File: src/rtl/host_port_pkg.sv
// Shared constants for the multimode host access port.
// Assumes a single 100 MHz core clock; all pin timing is derived from it.
package host_port_pkg;

	// Bus widths
	localparam int unsigned ADDR_W      = 11;
	localparam int unsigned DATA_W      = 8;
	localparam int unsigned MUX_HI_W    = 3;   // Upper address lines used in multiplexed mode

	// Pin synchroniser depth and width
	localparam int unsigned SYNC_STAGES = 2;
	localparam int unsigned PIN_W       = 7 + ADDR_W + DATA_W;

	// Serial frame layout: direction bit, address, data, all MSB first
	localparam int unsigned SER_CNT_W   = 5;
	localparam logic [4:0]  SER_HDR_END = 5'h0c;  // Bits taken after the address
	localparam logic [4:0]  SER_FRM_END = 5'h14;  // Bits taken after the data
	localparam logic        SER_DIR_RD  = 1'h1;

	// Values after reset
	localparam logic [ADDR_W-1:0] ADDR_RST = 11'h000;
	localparam logic [DATA_W-1:0] DATA_RST = 8'h00;
	localparam logic [4:0]        CNT_RST  = 5'h00;

	// Pin polarity coding of the static selects
	localparam logic SEL_SERIAL    = 1'h0;  // Port type select tied to ground
	localparam logic SEL_DIR_STB   = 1'h0;  // Style select tied to ground
	localparam logic SEL_NON_MUX   = 1'h0;  // Bus-mux select tied to ground

endpackage : host_port_pkg

File: src/rtl/host_access_if.sv
// Internal request channel between the serial engine and the port core.
// Assumes both ends run on the same core clock.
`timescale 1ns/10ps
interface host_access_if;
	logic                              rd;
	logic                              wr;
	logic [host_port_pkg::ADDR_W-1:0]  addr;
	logic [host_port_pkg::DATA_W-1:0]  wdata;
	logic [host_port_pkg::DATA_W-1:0]  rdata;
	logic                              rd_ack;

	modport engine (output rd, output wr, output addr, output wdata,
	                input rdata, input rd_ack);
	modport core   (input rd, input wr, input addr, input wdata,
	                output rdata, output rd_ack);
endinterface : host_access_if

File: src/rtl/host_port.sv
// Multimode host access port: serial shift, strobe-pair and direction-strobe buses.
// Assumes static select straps and a core register space on the reg_* side.
//
// Function
// - Bus-mux select low gives separate address bus, open gives multiplexed bus.
// - Strobe-pair multiplexed: address from A[10:8], D[7:0] at latch falling edge.
// - Direction-strobe multiplexed: address from A[10:8], D[7:0] at address strobe fall.
// - Serial address and data are taken on rising shift clock edges.
// - Serial read data changes only on falling shift clock edges.
// - Data strobe low: direction 0 samples data, direction 1 drives data.
// - Read strobe low starts a read; device drives the requested byte.
// - Write strobe low starts a write; device samples the data bus.
// - Acknowledge goes low for valid read data or accepted write data.
// - Ready high tells the host the cycle may finish.
// - Ready stays low while the cycle cannot complete; host waits.
// - Port type select low is serial, high is parallel.
// - Style select low is direction-strobe, open is strobe-pair.
`timescale 1ns/10ps
module host_port (
	input  wire logic                              ref_clk,
	input  wire logic                              rst_n,
	input  wire logic                              cs_n,
	input  wire logic                              port_sel,
	input  wire logic                              strobe_style_sel,
	input  wire logic                              bus_mux_select,
	input  wire logic                              addr_strobe_n,
	input  wire logic                              sclk_strobe,
	input  wire logic                              serial_in_dir,
	input  wire logic [host_port_pkg::ADDR_W-1:0]  addr_in,
	input  wire logic [host_port_pkg::DATA_W-1:0]  data_in,
	output logic      [host_port_pkg::DATA_W-1:0]  data_out,
	output logic                                   data_oe,
	output logic                                   resp_out,
	output logic                                   resp_oe,
	output logic      [host_port_pkg::ADDR_W-1:0]  reg_addr,
	output logic      [host_port_pkg::DATA_W-1:0]  reg_wdata,
	output logic                                   reg_wr,
	output logic                                   reg_rd,
	input  wire logic [host_port_pkg::DATA_W-1:0]  reg_rdata,
	input  wire logic                              reg_rd_ack
);
	typedef enum logic [1:0] {P_IDLE, P_RD_WAIT, P_HOLD} par_state_t;

	// Pin sampling
	logic [host_port_pkg::PIN_W-1:0] sync1_r;
	logic [host_port_pkg::PIN_W-1:0] sync2_r;
	logic                            strobe_prev_r;
	logic                            as_prev_r;

	// Synchronised views
	logic                            cs_act;
	logic                            par_mode;
	logic                            pair_style;
	logic                            mux_mode;
	logic                            as_s;
	logic                            stb_s;
	logic                            dir_s;
	logic [host_port_pkg::ADDR_W-1:0] a_s;
	logic [host_port_pkg::DATA_W-1:0] d_s;

	// Parallel engine
	par_state_t                      pst_r;
	logic [host_port_pkg::ADDR_W-1:0] addr_lat_r;
	logic [host_port_pkg::ADDR_W-1:0] par_addr;
	logic                            p_rd_req;
	logic                            p_wr_req;
	logic                            p_end;
	logic                            as_fall;

	// Serial engine
	logic                            sclk_rise;
	logic                            sclk_fall;
	logic                            serial_out;
	logic                            sdo_en;

	host_access_if acc ();

	// Every pin is asynchronous to ref_clk; the shift clock is slow enough to sample
	always_ff @(posedge ref_clk) begin
		if (!rst_n) begin
			sync1_r <= '0;
			sync2_r <= '0;
		end else begin
			sync1_r <= {cs_n, port_sel, strobe_style_sel, bus_mux_select,
			            addr_strobe_n, sclk_strobe, serial_in_dir, addr_in, data_in};
			sync2_r <= sync1_r;
		end
	end

	assign d_s        = sync2_r[host_port_pkg::DATA_W-1:0];
	assign a_s        = sync2_r[host_port_pkg::DATA_W +: host_port_pkg::ADDR_W];
	assign dir_s      = sync2_r[host_port_pkg::PIN_W-7];
	assign stb_s      = sync2_r[host_port_pkg::PIN_W-6];
	assign as_s       = sync2_r[host_port_pkg::PIN_W-5];
	assign mux_mode   = sync2_r[host_port_pkg::PIN_W-4] != host_port_pkg::SEL_NON_MUX;
	assign pair_style = sync2_r[host_port_pkg::PIN_W-3] != host_port_pkg::SEL_DIR_STB;
	assign par_mode   = sync2_r[host_port_pkg::PIN_W-2] != host_port_pkg::SEL_SERIAL;
	assign cs_act     = !sync2_r[host_port_pkg::PIN_W-1];

	// Edge history; reset level matches the flushed sync stages, so no false falling edge follows reset
	always_ff @(posedge ref_clk) begin
		if (!rst_n) begin
			strobe_prev_r <= 1'b0;
			as_prev_r     <= 1'b0;
		end else begin
			strobe_prev_r <= stb_s;
			as_prev_r     <= as_s;
		end
	end

	assign sclk_rise = stb_s && !strobe_prev_r;
	assign sclk_fall = !stb_s && strobe_prev_r;
	assign as_fall   = !as_s && as_prev_r;

	// Multiplexed address: upper lines plus the data bus, low lines ignored
	always_ff @(posedge ref_clk) begin
		if (!rst_n)
			addr_lat_r <= host_port_pkg::ADDR_RST;
		else if (par_mode && mux_mode && as_fall)
			addr_lat_r <= {a_s[host_port_pkg::ADDR_W-1 -: host_port_pkg::MUX_HI_W], d_s};
	end

	// In non-multiplexed modes the address strobe is assumed held high
	assign par_addr = mux_mode ? addr_lat_r : a_s;

	// Start and end of a parallel cycle; requests are gated off without chip select or parallel mode
	always_comb begin
		if (pair_style) begin
			p_rd_req = !stb_s;
			p_wr_req = !dir_s;
			p_end    = stb_s && dir_s;
		end else begin
			p_rd_req = !stb_s && dir_s;
			p_wr_req = !stb_s && !dir_s;
			p_end    = stb_s;
		end
		if (!cs_act || !par_mode) begin
			p_rd_req = 1'b0;
			p_wr_req = 1'b0;
			p_end    = 1'b1;
		end
	end

	// Parallel cycle sequencer: wait for read data, then hold until strobe release
	always_ff @(posedge ref_clk) begin
		if (!rst_n) begin
			pst_r <= P_IDLE;
		end else begin
			case (pst_r)
				P_IDLE: begin
					if (p_rd_req)
						pst_r <= P_RD_WAIT;
					else if (p_wr_req)
						pst_r <= P_HOLD;
				end
				P_RD_WAIT: begin
					if (!cs_act || !par_mode)
						pst_r <= P_IDLE;
					else if (reg_rd_ack)
						pst_r <= P_HOLD;
				end
				P_HOLD: begin
					if (p_end)
						pst_r <= P_IDLE;
				end
				default: pst_r <= P_IDLE;
			endcase
		end
	end

	// Requests toward the register space, registered from whichever engine is live
	always_ff @(posedge ref_clk) begin
		if (!rst_n) begin
			reg_rd    <= 1'b0;
			reg_wr    <= 1'b0;
			reg_addr  <= host_port_pkg::ADDR_RST;
			reg_wdata <= host_port_pkg::DATA_RST;
		end else if (par_mode) begin
			reg_rd    <= pst_r == P_IDLE && p_rd_req;
			reg_wr    <= pst_r == P_IDLE && !p_rd_req && p_wr_req;
			reg_addr  <= par_addr;
			reg_wdata <= d_s;
		end else begin
			reg_rd    <= acc.rd;
			reg_wr    <= acc.wr;
			reg_addr  <= acc.addr;
			reg_wdata <= acc.wdata;
		end
	end

	// Read data comes back on the core clock; only the serial engine needs it forwarded
	assign acc.rdata  = reg_rdata;
	assign acc.rd_ack = reg_rd_ack && !par_mode;

	serial_engine u_serial (
		.ref_clk   (ref_clk),
		.rst_n     (rst_n),
		.frame_on  (cs_act && !par_mode),
		.sclk_rise (sclk_rise),
		.sclk_fall (sclk_fall),
		.serial_in       (dir_s),
		.acc       (acc),
		.sdo_r     (serial_out),
		.sdo_en_r  (sdo_en)
	);

	// Data bus drivers: on only from read data arrival to strobe release
	always_ff @(posedge ref_clk) begin
		if (!rst_n) begin
			data_out <= host_port_pkg::DATA_RST;
			data_oe  <= 1'b0;
		end else if (pst_r == P_RD_WAIT && reg_rd_ack && cs_act && par_mode) begin
			data_out <= reg_rdata;
			data_oe  <= 1'b1;
		end else if (pst_r != P_HOLD || p_end) begin
			data_oe  <= 1'b0;
		end
	end

	// Shared response pin: ready, acknowledge or serial output by mode
	always_ff @(posedge ref_clk) begin
		if (!rst_n) begin
			resp_out <= 1'b1;
			resp_oe  <= 1'b0;
		end else if (!par_mode) begin
			resp_out <= serial_out;
			resp_oe  <= sdo_en;
		end else if (pair_style) begin
			// Ready low until the cycle is done, so a slow core simply stretches it
			resp_out <= pst_r == P_HOLD && !p_end;
			resp_oe  <= cs_act;
		end else begin
			resp_out <= !(pst_r == P_HOLD && !p_end);
			resp_oe  <= cs_act;
		end
	end

endmodule : host_port

File: src/rtl/serial_engine.sv
// Serial shift engine of the host port.
// Assumes already synchronised pins and one-cycle shift clock edge pulses.
`timescale 1ns/10ps
module serial_engine (
	input  wire logic          ref_clk,
	input  wire logic          rst_n,
	input  wire logic          frame_on,
	input  wire logic          sclk_rise,
	input  wire logic          sclk_fall,
	input  wire logic          serial_in,
	host_access_if.engine      acc,
	output logic               sdo_r,
	output logic               sdo_en_r
);
	logic [host_port_pkg::SER_CNT_W-1:0] cnt_r;
	logic [host_port_pkg::ADDR_W:0]      hdr_r;     // Direction bit then address
	logic [host_port_pkg::DATA_W-1:0]    wsh_r;
	logic [host_port_pkg::DATA_W-1:0]    rhold_r;
	logic                                rd_r;
	logic                                wr_r;
	logic                                is_rd;
	logic [2:0]                          bit_idx;

	assign is_rd   = (hdr_r[host_port_pkg::ADDR_W] == host_port_pkg::SER_DIR_RD);
	assign bit_idx = 3'(host_port_pkg::SER_FRM_END - 5'h01 - cnt_r);
	assign acc.rd    = rd_r;
	assign acc.wr    = wr_r;
	assign acc.addr  = hdr_r[host_port_pkg::ADDR_W-1:0];
	assign acc.wdata = wsh_r;

	// Bits are taken only on rising shift clock edges
	always_ff @(posedge ref_clk) begin
		if (!rst_n || !frame_on) begin
			cnt_r <= host_port_pkg::CNT_RST;
			hdr_r <= '0;
			wsh_r <= host_port_pkg::DATA_RST;
		end else if (sclk_rise && cnt_r != host_port_pkg::SER_FRM_END) begin
			cnt_r <= cnt_r + 5'h01;
			if (cnt_r < host_port_pkg::SER_HDR_END)
				hdr_r <= {hdr_r[host_port_pkg::ADDR_W-1:0], serial_in};
			else
				wsh_r <= {wsh_r[host_port_pkg::DATA_W-2:0], serial_in};
		end
	end

	// One request per frame, issued as the header or the data completes
	always_ff @(posedge ref_clk) begin
		if (!rst_n) begin
			rd_r <= 1'b0;
			wr_r <= 1'b0;
		end else begin
			rd_r <= frame_on && sclk_rise && cnt_r == host_port_pkg::SER_HDR_END - 5'h01
			        && hdr_r[host_port_pkg::ADDR_W-1] == host_port_pkg::SER_DIR_RD;
			wr_r <= frame_on && sclk_rise && cnt_r == host_port_pkg::SER_FRM_END - 5'h01
			        && !is_rd;
		end
	end

	// Read data is held so the output stays stable through the frame
	always_ff @(posedge ref_clk) begin
		if (!rst_n)
			rhold_r <= host_port_pkg::DATA_RST;
		else if (acc.rd_ack)
			rhold_r <= acc.rdata;
	end

	// Output moves only on falling edges; it floats until a read's data phase, then stays driven until the frame ends
	always_ff @(posedge ref_clk) begin
		if (!rst_n || !frame_on) begin
			sdo_r    <= 1'b0;
			sdo_en_r <= 1'b0;
		end else if (sclk_fall && is_rd && cnt_r >= host_port_pkg::SER_HDR_END
		             && cnt_r < host_port_pkg::SER_FRM_END) begin
			sdo_r    <= rhold_r[bit_idx];
			sdo_en_r <= 1'b1;
		end
	end

endmodule : serial_engine

File: config.mk
export PLATFORM = sky130hd
export DESIGN_NAME = host_port
export DESIGN_NICKNAME = d
export VERILOG_FILES = /design/src/rtl/host_port_pkg.sv /design/src/rtl/host_access_if.sv /design/src/rtl/host_port.sv /design/src/rtl/serial_engine.sv
export SDC_FILE = /design/constraint.sdc
export NUM_CORES = 1
export LEC_CHECK = 0
export ABC_AREA = 0
export BUFFER_PORTS_ARGS = -buffer_cell sky130_fd_sc_hd__buf_2
export CAP_MARGIN = 10
export CORE_ASPECT_RATIO = 0.75
export CORE_MARGIN = 8
export CORE_UTILIZATION = 56
export CTS_CLUSTER_DIAMETER = 100
export DETAILED_ROUTE_END_ITERATION = 12
export GPL_TIMING_DRIVEN = 0
export PLACE_DENSITY_LB_ADDON = 0.12
export SETUP_SLACK_MARGIN = 0.5
export SKIP_CTS_REPAIR_TIMING = 1
export SYNTH_ARGS = -nofsm -noshare
export SYNTH_HDL_FRONTEND = slang
export SYNTH_SLANG_ARGS = --single-unit
File: constraint.sdc
create_clock -name ref_clk -period 1.4 [get_ports ref_clk]
set_input_delay 0.35 -clock ref_clk [delete_from_list [all_inputs] [get_ports ref_clk]]
set_output_delay 0.35 -clock ref_clk [all_outputs]
set_load 0.02 [all_outputs]
==> results of run 1 <==
per-layer routing:
| layer | track usage, % | wire (µm) | vias up | share of wire [%] |
|---|---|---|---|---|
| met1 | 20.7 | 5150 | 1680 | 43 |
| met5 | 0 | 0 | - | 0 |
| met3 | 5.16 | 597 | 25 | 5.0 |
| met4 | 8.79 | 275 | 0 | 2.3 |
| li1 | - | - | 1735 | - |
| met2 | 29.8 | 5820 | 109 | 49 |
power by group:
part	total [W]	switching, W	internal [W]
Combinational	0.000541	0.000246	0.000295
Clock	0.00426	0.00170	0.00256
Sequential	0.00403	0.0000579	0.00397
synthesized netlist by cell type (2+ instances only):
| library cell | instances |
|---|---|
| a21boi_0 | 13 |
| clkbuf_1 | 11 |
| a21oi_1 | 4 |
| nand3_1 | 2 |
| nor3_1 | 2 |
| nor2b_1 | 25 |
| xor2_1 | 2 |
| nor2_1 | 23 |
| o21ai_0 | 4 |
| nand2b_1 | 3 |
| nand2_1 | 51 |
| mux2i_1 | 57 |
| o211a_1 | 12 |
| dfxtp_1 | 136 |
| inv_1 | 4 |
| nand4_1 | 2 |
| buf_4 | 3 |
| mux4_2 | 2 |
| nand3b_1 | 3 |
| and2_1 | 55 |
| buf_2 | 9 |
kinds of logic after synthesis:
logic type,count (synthesis)
AND/OR/NAND/NOR,177
flip-flops,136
XOR/XNOR,3
multiplexers,59
adder cells (fa/ha/maj),1
buffers and inverters,30
AO/OA/AOI/OAI,43
final timing paths:
path                                    end  cells past startpoint  slack, ps
max          u_serial.hdr_r[6]$_SDFFE_PP0P_                      6        -10
min                   sync1_r[0]$_SDFF_PN0_                      2        140
max reg2reg  u_serial.hdr_r[6]$_SDFFE_PP0P_                      6        -10
min reg2reg           sync2_r[1]$_SDFF_PN0_                      1        430
registers in the layout (all words and copies together) (netlist names):
name                count
u_serial.hdr_r         12
resp_oe                 1
sync1_r                26
u_serial.acc.wdata      8
data_out                8
resp_out                1
u_serial.sdo_r          1
reg_rd                  1
u_serial.rhold_r        8
pst_r                   2
as_prev_r               1
reg_wr                  1
u_serial.cnt_r          5
reg_wdata               8
addr_lat_r             11
u_serial.sdo_en_r       1
u_serial.acc.rd         1
data_oe                 1
strobe_prev_r           1
sync2_r                26
u_serial.acc.wr         1
reg_addr               11
stage by stage:
step / worst slack (ps) / power (W) / util (%) / area [µm²] / hold slack (ps)
5_1_grt: -72.8 / 0.00910 / 82.5 / 6940 / 130
3_5_place_dp: -51.7 / 0.00451 / 65.1 / 5480 / 419
3_3_place_gp: -8.10 / 0.00450 / 65.1 / 5480 / 416
2_1_floorplan: 126 / 0.00437 / - / 5010 / 411
4_1_cts: -57.5 / 0.00872 / 71.9 / 6050 / 132
6_report: -14.2 / 0.00882 / 82.5 / 6940 / 139
area by class of cell:
class                      instances  area (µm²)
buffer                            26         303
clock buffer                      19         454
clock inverter                    12         116
fill                             463        1480
inverter                           4        18.8
multi-input combinational        283        2240
sequential                       136        2790
tap                              108         135
timing repair buffer              96         878
==> impl_metrics.prom, run 1 <==
# TYPE chip_impl_metric gauge
chip_impl_info{name="status",value="complete, but fails checks"} 1
chip_impl_info{name="violations",value="negative setup slack"} 1
chip_impl_info{name="cts_tree",value="yes"} 1
chip_impl_metric{name="synth_fa_ha_area_share",unit="%"} 0.260
chip_impl_metric{name="worst_setup_hold_path_clk_slew",unit="ps"} 60
chip_impl_metric{name="h-tree-depth",unit=""} 4
chip_impl_metric{name="critical_path_required",unit="ps"} 1700
chip_impl_metric{name="insertion_delay",unit="ps"} 420
chip_impl_metric{name="finish.net_count",unit=""} 602
chip_impl_info{name="synth.area.top_cells",value="dfxtp_1 57%, mux2i_1 12%, and2_1 7.1%"} 1
chip_impl_metric{name="fmax",unit="MHz"} 707
chip_impl_metric{name="synth.ff_latch_count",unit=""} 136
chip_impl_metric{name="worst_ep_arrival_time",unit="ps"} 1720
chip_impl_metric{name="synth-edff-count",unit=""} 0
chip_impl_metric{name="final.min_clock_period",unit="ps"} 1410
chip_impl_info{name="crit-reg2reg-launch",value="sync2_r[20]$_SDFF_PN0_"} 1
chip_impl_metric{name="gr-total-overflow",unit=""} 0
chip_impl_metric{name="synthXorXnorAreaFrac",unit="%"} 0.546
chip_impl_metric{name="placedCellCount",unit=""} 624
chip_impl_metric{name="final_cells",unit=""} 684
chip_impl_metric{name="rows",unit=""} 29
chip_impl_info{name="layout_commonest_cell",value="dfxtp_1"} 1
chip_impl_metric{name="worst_path_largest_cell_delay",unit="ps"} 320
chip_impl_info{name="largest_family_of_logic_cells_by_synthesized_area",value="simple AND/OR/NAND/NOR gates"} 1
chip_impl_metric{name="core_region_area",unit="µm²"} 8420
chip_impl_metric{name="fin_skew",unit="ps"} 5.36
chip_impl_metric{name="max_slew.worst_pin.slew",unit="ps"} 538
chip_impl_info{name="path_class",value="reg -> reg"} 1
chip_impl_metric{name="antenna_cells",unit=""} 0
chip_impl_info{name="crit_path_top_delay_cell",value="dfxtp_2"} 1
chip_impl_metric{name="area.growth.synth_to_final",unit="%"} 44.1
chip_impl_metric{name="detailed_place_hpwl",unit="mm"} 6.99
chip_impl_info{name="timing.critical_path.max_delay_family",value="simple AND/OR/NAND/NOR gates"} 1
chip_impl_info{name="cpMostUsedCell",value="buf_6"} 1
chip_impl_metric{name="mux_share_of_post_synthesis_cell_area",unit="%"} 12.8
chip_impl_metric{name="top_level_ports",unit=""} 69
chip_impl_metric{name="numCtsBuffers",unit=""} 17
chip_impl_metric{name="path_buf_inv",unit=""} 2
chip_impl_metric{name="setup_viol_count_final",unit=""} 2
chip_impl_metric{name="synth-warning-count",unit=""} 0
chip_impl_info{name="rsz0062_at_grt",value="yes"} 1
chip_impl_metric{name="synth.avg_cell_area",unit="µm²"} 10.7
chip_impl_metric{name="cell_area_after_synthesis",unit="µm²"} 4820
chip_impl_metric{name="avgRoutedWirePerCell",unit="µm"} 17.3
chip_impl_metric{name="number_of_pins_exceeding_their_max_slew_limit_in_the_final_report",unit=""} 0
chip_impl_info{name="yosys_most_used_dff",value="dfxtp_1"} 1
chip_impl_metric{name="post_drt_via_cell_ratio",unit=""} 5.19
chip_impl_metric{name="die_area",unit="µm²"} 11900
chip_impl_metric{name="drc",unit=""} 0
chip_impl_metric{name="synth_simple_gate_area_share",unit="%"} 19.6
chip_impl_metric{name="globalRouteTotalUtil",unit="%"} 17.8
chip_impl_metric{name="routability_congestion_estimate_from_global_placement",unit=""} 0.832
chip_impl_metric{name="initial_core_util",unit="%"} 57.2
chip_impl_info{name="worstSetupEndpointType",value="register"} 1
chip_impl_metric{name="slew-limit-headroom",unit="%"} 64.1
chip_impl_metric{name="postSynthCellCount",unit=""} 449
chip_impl_info{name="worst_hold_path_type",value="in -> reg"} 1
chip_impl_metric{name="setup_total_negative_slack",unit="ps"} -23.1
chip_impl_metric{name="power_leakage",unit="nW"} 2.93
chip_impl_metric{name="ys_seq_area_share",unit="%"} 56.5
chip_impl_metric{name="firstDrtPassIters",unit=""} 4
chip_impl_metric{name="route.antenna.remaining_nets",unit=""} 0
chip_impl_metric{name="dr.first_iter.drc_count",unit=""} 241
chip_impl_metric{name="vias_in_the_first_global_route",unit=""} 3347
chip_impl_metric{name="synth_compound_area_share",unit="%"} 7.25
chip_impl_info{name="setup.worst_path.start_class",value="register"} 1
chip_impl_metric{name="antenna_found_initial",unit=""} 0
chip_impl_info{name="min_from",value="data_in[0]"} 1
chip_impl_info{name="yosys.area.top_type",value="dfxtp_1"} 1
chip_impl_info{name="final_cell_mix",value="92 x dfxtp_1, 53 x and2_1, 52 x mux2i_1, 47 x buf_6, 38 x dfxtp_2"} 1
chip_impl_metric{name="number_of_buffers_on_the_longest_clock_path",unit=""} 2
chip_impl_info{name="crit_path_cell_trace",value="buf_6, and2b_2, nand3b_1, buf_6, mux2i_1, nor2_1"} 1
chip_impl_metric{name="synthesis.nets",unit=""} 487
chip_impl_metric{name="grt_start_max_net_pins",unit=""} 17
chip_impl_metric{name="synth.lib_cells_used.distinct",unit=""} 47
chip_impl_metric{name="io_buffers",unit=""} 67
chip_impl_metric{name="drive_gt1_share",unit="%"} 43.6
chip_impl_info{name="clockRootBuffer",value="clkbuf_16"} 1
chip_impl_info{name="worst_setup_path_startpoint",value="sync2_r[20]$_SDFF_PN0_"} 1
chip_impl_metric{name="wl",unit="mm"} 11.8
chip_impl_metric{name="max-vdd-ir-drop",unit="µV"} 1750
chip_impl_metric{name="ys_async_sr_fraction",unit="%"} 0
chip_impl_metric{name="die_w",unit="µm"} 123
chip_impl_metric{name="postLayoutSetupSlackWorst",unit="ps"} -14.2
chip_impl_metric{name="cts_num_sinks",unit=""} 136
chip_impl_metric{name="die_h",unit="µm"} 96.3
chip_impl_metric{name="critPathMaxFanout",unit=""} 6
chip_impl_metric{name="route.vias.total",unit=""} 3549
chip_impl_metric{name="timing.final.hold_violations",unit=""} 0
chip_impl_metric{name="period_share",unit="%"} 101
chip_impl_metric{name="max_cap_viol_count",unit=""} 0
chip_impl_metric{name="wire_length_of_the_first_global_routing_pass",unit="mm"} 15.8
chip_impl_metric{name="yosys.area.top_type_share",unit="%"} 56.5
chip_impl_metric{name="p_per_area",unit="nW/µm²"} 1270
Power figures use the tool's default switching activity.
==> run 2: changes to the inputs <==
BUFFER_PORTS_ARGS = -buffer_cell sky130_fd_sc_hd__buf_4   (was -buffer_cell sky130_fd_sc_hd__buf_2)
CAP_MARGIN = 20   (was 10)
PLACE_DENSITY_LB_ADDON = 0.25   (was 0.12)
==> run 2 against run 1 <==
Wire length increased by 6.2%. Sequential power barely moved. First-iteration DRC count decreased by 0.83%. The flow still finishes with violations (negative setup slack). Combinational power is 4.4% higher. Design area is essentially flat.
==> impl_metrics.prom, run 2 (same netlist as run 1, synthesis figures left out) <==
# TYPE chip_impl_metric gauge
chip_impl_metric{name="die_w",unit="µm"} 123
chip_impl_metric{name="finalCoreUtilization",unit="%"} 82.5
chip_impl_metric{name="antenna_cells",unit=""} 0
chip_impl_metric{name="final.min_clock_period",unit="ps"} 1420
chip_impl_info{name="status",value="complete, but fails checks"} 1
chip_impl_metric{name="worst_setup_hold_path_clk_slew",unit="ps"} 60
chip_impl_metric{name="fmax",unit="MHz"} 705
chip_impl_metric{name="max_cap_viol_count",unit=""} 0
chip_impl_metric{name="detailed_place_hpwl",unit="mm"} 7.19
chip_impl_metric{name="gr-total-overflow",unit=""} 0
chip_impl_metric{name="drc",unit=""} 0
chip_impl_metric{name="timing.final.hold_violations",unit=""} 0
chip_impl_info{name="path_class",value="reg -> reg"} 1
chip_impl_metric{name="max_slew.worst_pin.slew",unit="ps"} 541
chip_impl_metric{name="route.vias.total",unit=""} 3662
chip_impl_metric{name="vias_in_the_first_global_route",unit=""} 3467
chip_impl_metric{name="setup_viol_count_final",unit=""} 5
chip_impl_metric{name="wire_length_of_the_first_global_routing_pass",unit="mm"} 16.6
chip_impl_metric{name="die_h",unit="µm"} 96.3
chip_impl_metric{name="number_of_buffers_on_the_longest_clock_path",unit=""} 2
chip_impl_metric{name="power_leakage",unit="nW"} 2.90
chip_impl_metric{name="postLayoutSetupSlackWorst",unit="ps"} -18.7
chip_impl_metric{name="critPathMaxFanout",unit=""} 5
chip_impl_metric{name="worst_path_largest_cell_delay",unit="ps"} 400
chip_impl_metric{name="route.antenna.remaining_nets",unit=""} 0
chip_impl_metric{name="drive_gt1_share",unit="%"} 41.3
chip_impl_metric{name="cts_num_sinks",unit=""} 136
chip_impl_info{name="crit_path_cell_trace",value="and2b_2, nand3b_1, buf_4, mux2i_1, nor2_1"} 1
chip_impl_info{name="layout_commonest_cell",value="dfxtp_1"} 1
chip_impl_metric{name="globalRouteTotalUtil",unit="%"} 18.6
chip_impl_metric{name="ff_latch_area",unit="µm²"} 2790
chip_impl_info{name="rsz0062_at_grt",value="yes"} 1
chip_impl_metric{name="avgRoutedWirePerCell",unit="µm"} 18.5
chip_impl_metric{name="worst_ep_arrival_time",unit="ps"} 1730
chip_impl_metric{name="top_level_ports",unit=""} 69
chip_impl_metric{name="period_share",unit="%"} 101
chip_impl_metric{name="wl",unit="mm"} 12.6
chip_impl_metric{name="p_per_area",unit="nW/µm²"} 1260
chip_impl_metric{name="slew-limit-headroom",unit="%"} 63.9
chip_impl_metric{name="die_area",unit="µm²"} 11900
chip_impl_metric{name="hold_ws",unit="ps"} 130
chip_impl_metric{name="routability_congestion_estimate_from_global_placement",unit=""} 0.843
chip_impl_metric{name="fillers",unit=""} 474
chip_impl_metric{name="grt_start_max_net_pins",unit=""} 17
chip_impl_metric{name="combined_area_of_the_multi_input_logic_cells",unit="µm²"} 2210
chip_impl_info{name="final_cell_mix",value="92 x dfxtp_1, 55 x and2_1, 51 x mux2i_1, 47 x buf_4, 43 x buf_6"} 1
chip_impl_info{name="largestRegisters",value="sync1_r (26), sync2_r (26), u_serial.hdr_r (12)"} 1
chip_impl_info{name="clockRootBuffer",value="clkbuf_16"} 1
chip_impl_metric{name="core_region_area",unit="µm²"} 8420
chip_impl_metric{name="finish.net_count",unit=""} 596
chip_impl_metric{name="firstDrtPassIters",unit=""} 5
chip_impl_metric{name="dr.first_iter.drc_count",unit=""} 239
chip_impl_metric{name="fin_skew",unit="ps"} 5.49
chip_impl_metric{name="post_drt_via_cell_ratio",unit=""} 5.39
chip_impl_metric{name="io_buffers",unit=""} 67
chip_impl_metric{name="initial_core_util",unit="%"} 57.2
chip_impl_metric{name="h-tree-depth",unit=""} 4
chip_impl_metric{name="antenna_found_initial",unit=""} 0
chip_impl_metric{name="numCtsBuffers",unit=""} 17
chip_impl_metric{name="number_of_pins_exceeding_their_max_slew_limit_in_the_final_report",unit=""} 0
chip_impl_metric{name="area.growth.synth_to_final",unit="%"} 44.2
chip_impl_info{name="cts_tree",value="yes"} 1
chip_impl_info{name="worst_hold_path_type",value="in -> reg"} 1
chip_impl_info{name="setup.worst_path.start_class",value="register"} 1
chip_impl_metric{name="insertion_delay",unit="ps"} 420
chip_impl_info{name="crit_path_top_delay_cell",value="dfxtp_1"} 1
chip_impl_metric{name="max-vdd-ir-drop",unit="µV"} 1060
chip_impl_info{name="worstSetupEndpointType",value="register"} 1
chip_impl_metric{name="critical_path_required",unit="ps"} 1710
chip_impl_metric{name="rows",unit=""} 29
chip_impl_info{name="violations",value="negative setup slack"} 1
==> run 2: cell types whose count changed in the layout (fill, tap and decap cells not counted), moves of 2 or more <==
cell      change
and2_4        -2
nand2_1       +2
buf_6         -4
mux2i_4       +2
buf_4        +34
clkbuf_8      +2
nand2_2       -3
and2_1        +2
clkinv_2      +2
buf_2        -36
==> run 2: layer usage <==
layer	vias to the layer above	track usage, %	part of all wire, %
met4	0	10.3	3.2
met1	1778	21.1	42
met2	130	31.3	50
li1	1713	-	-
met5	-	0	0
met3	41	5.39	4.7
==> run 2: area by class of cell <==
type | instances | area share (%)
buffer | 26 | 4.41
inverter | 4 | 0.306
tap | 108 | 1.95
clock buffer | 21 | 6.63
timing repair buffer | 90 | 13.2
clock inverter | 11 | 1.41
multi-input combinational | 283 | 31.9
sequential | 136 | 40.2
==> run 2: stage by stage <==
| step | power (W) | setup TNS (ps) | instance area [µm²] | instances | setup slack, ps |
|---|---|---|---|---|---|
| after floorplan | 0.00437 | 0 | 5010 | 449 | 126 |
| after global placement | 0.00453 | -2.11 | 5650 | 624 | -1.36 |
| after detailed placement | 0.00455 | -528 | 5650 | 624 | -76.3 |
| after CTS | 0.00865 | -712 | 6210 | 656 | -121 |
| after global routing | 0.00904 | -561 | 6940 | 679 | -80.2 |
| final | 0.00878 | -37.9 | 6940 | 679 | -18.7 |
==> run 2: worst paths after layout <==
kind | startpoint | cells after the start | endpoint | slack, ps
max | strobe_prev_r$_SDFF_PN0_ | 5 | u_serial.hdr_r[7]$_SDFFE_PP0P_ | -20
min | addr_in[9] | 2 | sync1_r[17]$_SDFF_PN0_ | 130
max reg2reg | strobe_prev_r$_SDFF_PN0_ | 5 | u_serial.hdr_r[7]$_SDFFE_PP0P_ | -20
min reg2reg | sync1_r[22]$_SDFF_PN0_ | 1 | sync2_r[22]$_SDFF_PN0_ | 430
==> run 2: report_power, final <==
| part | switching (W) | internal [W] | total (W) |
|---|---|---|---|
| clock | 0.00166 | 0.00253 | 0.00419 |
| combinational | 0.000249 | 0.000316 | 0.000565 |
| sequential | 0.0000613 | 0.00397 | 0.00403 |
| total | 0.00197 | 0.00681 | 0.00878 |
==> run 2: critical path, delay by kind of cell (launching register included) <==
family	cells	cell delay (ps)
buf+inv	1	200
simple gates	3	500
flops	1	400
mux	1	210
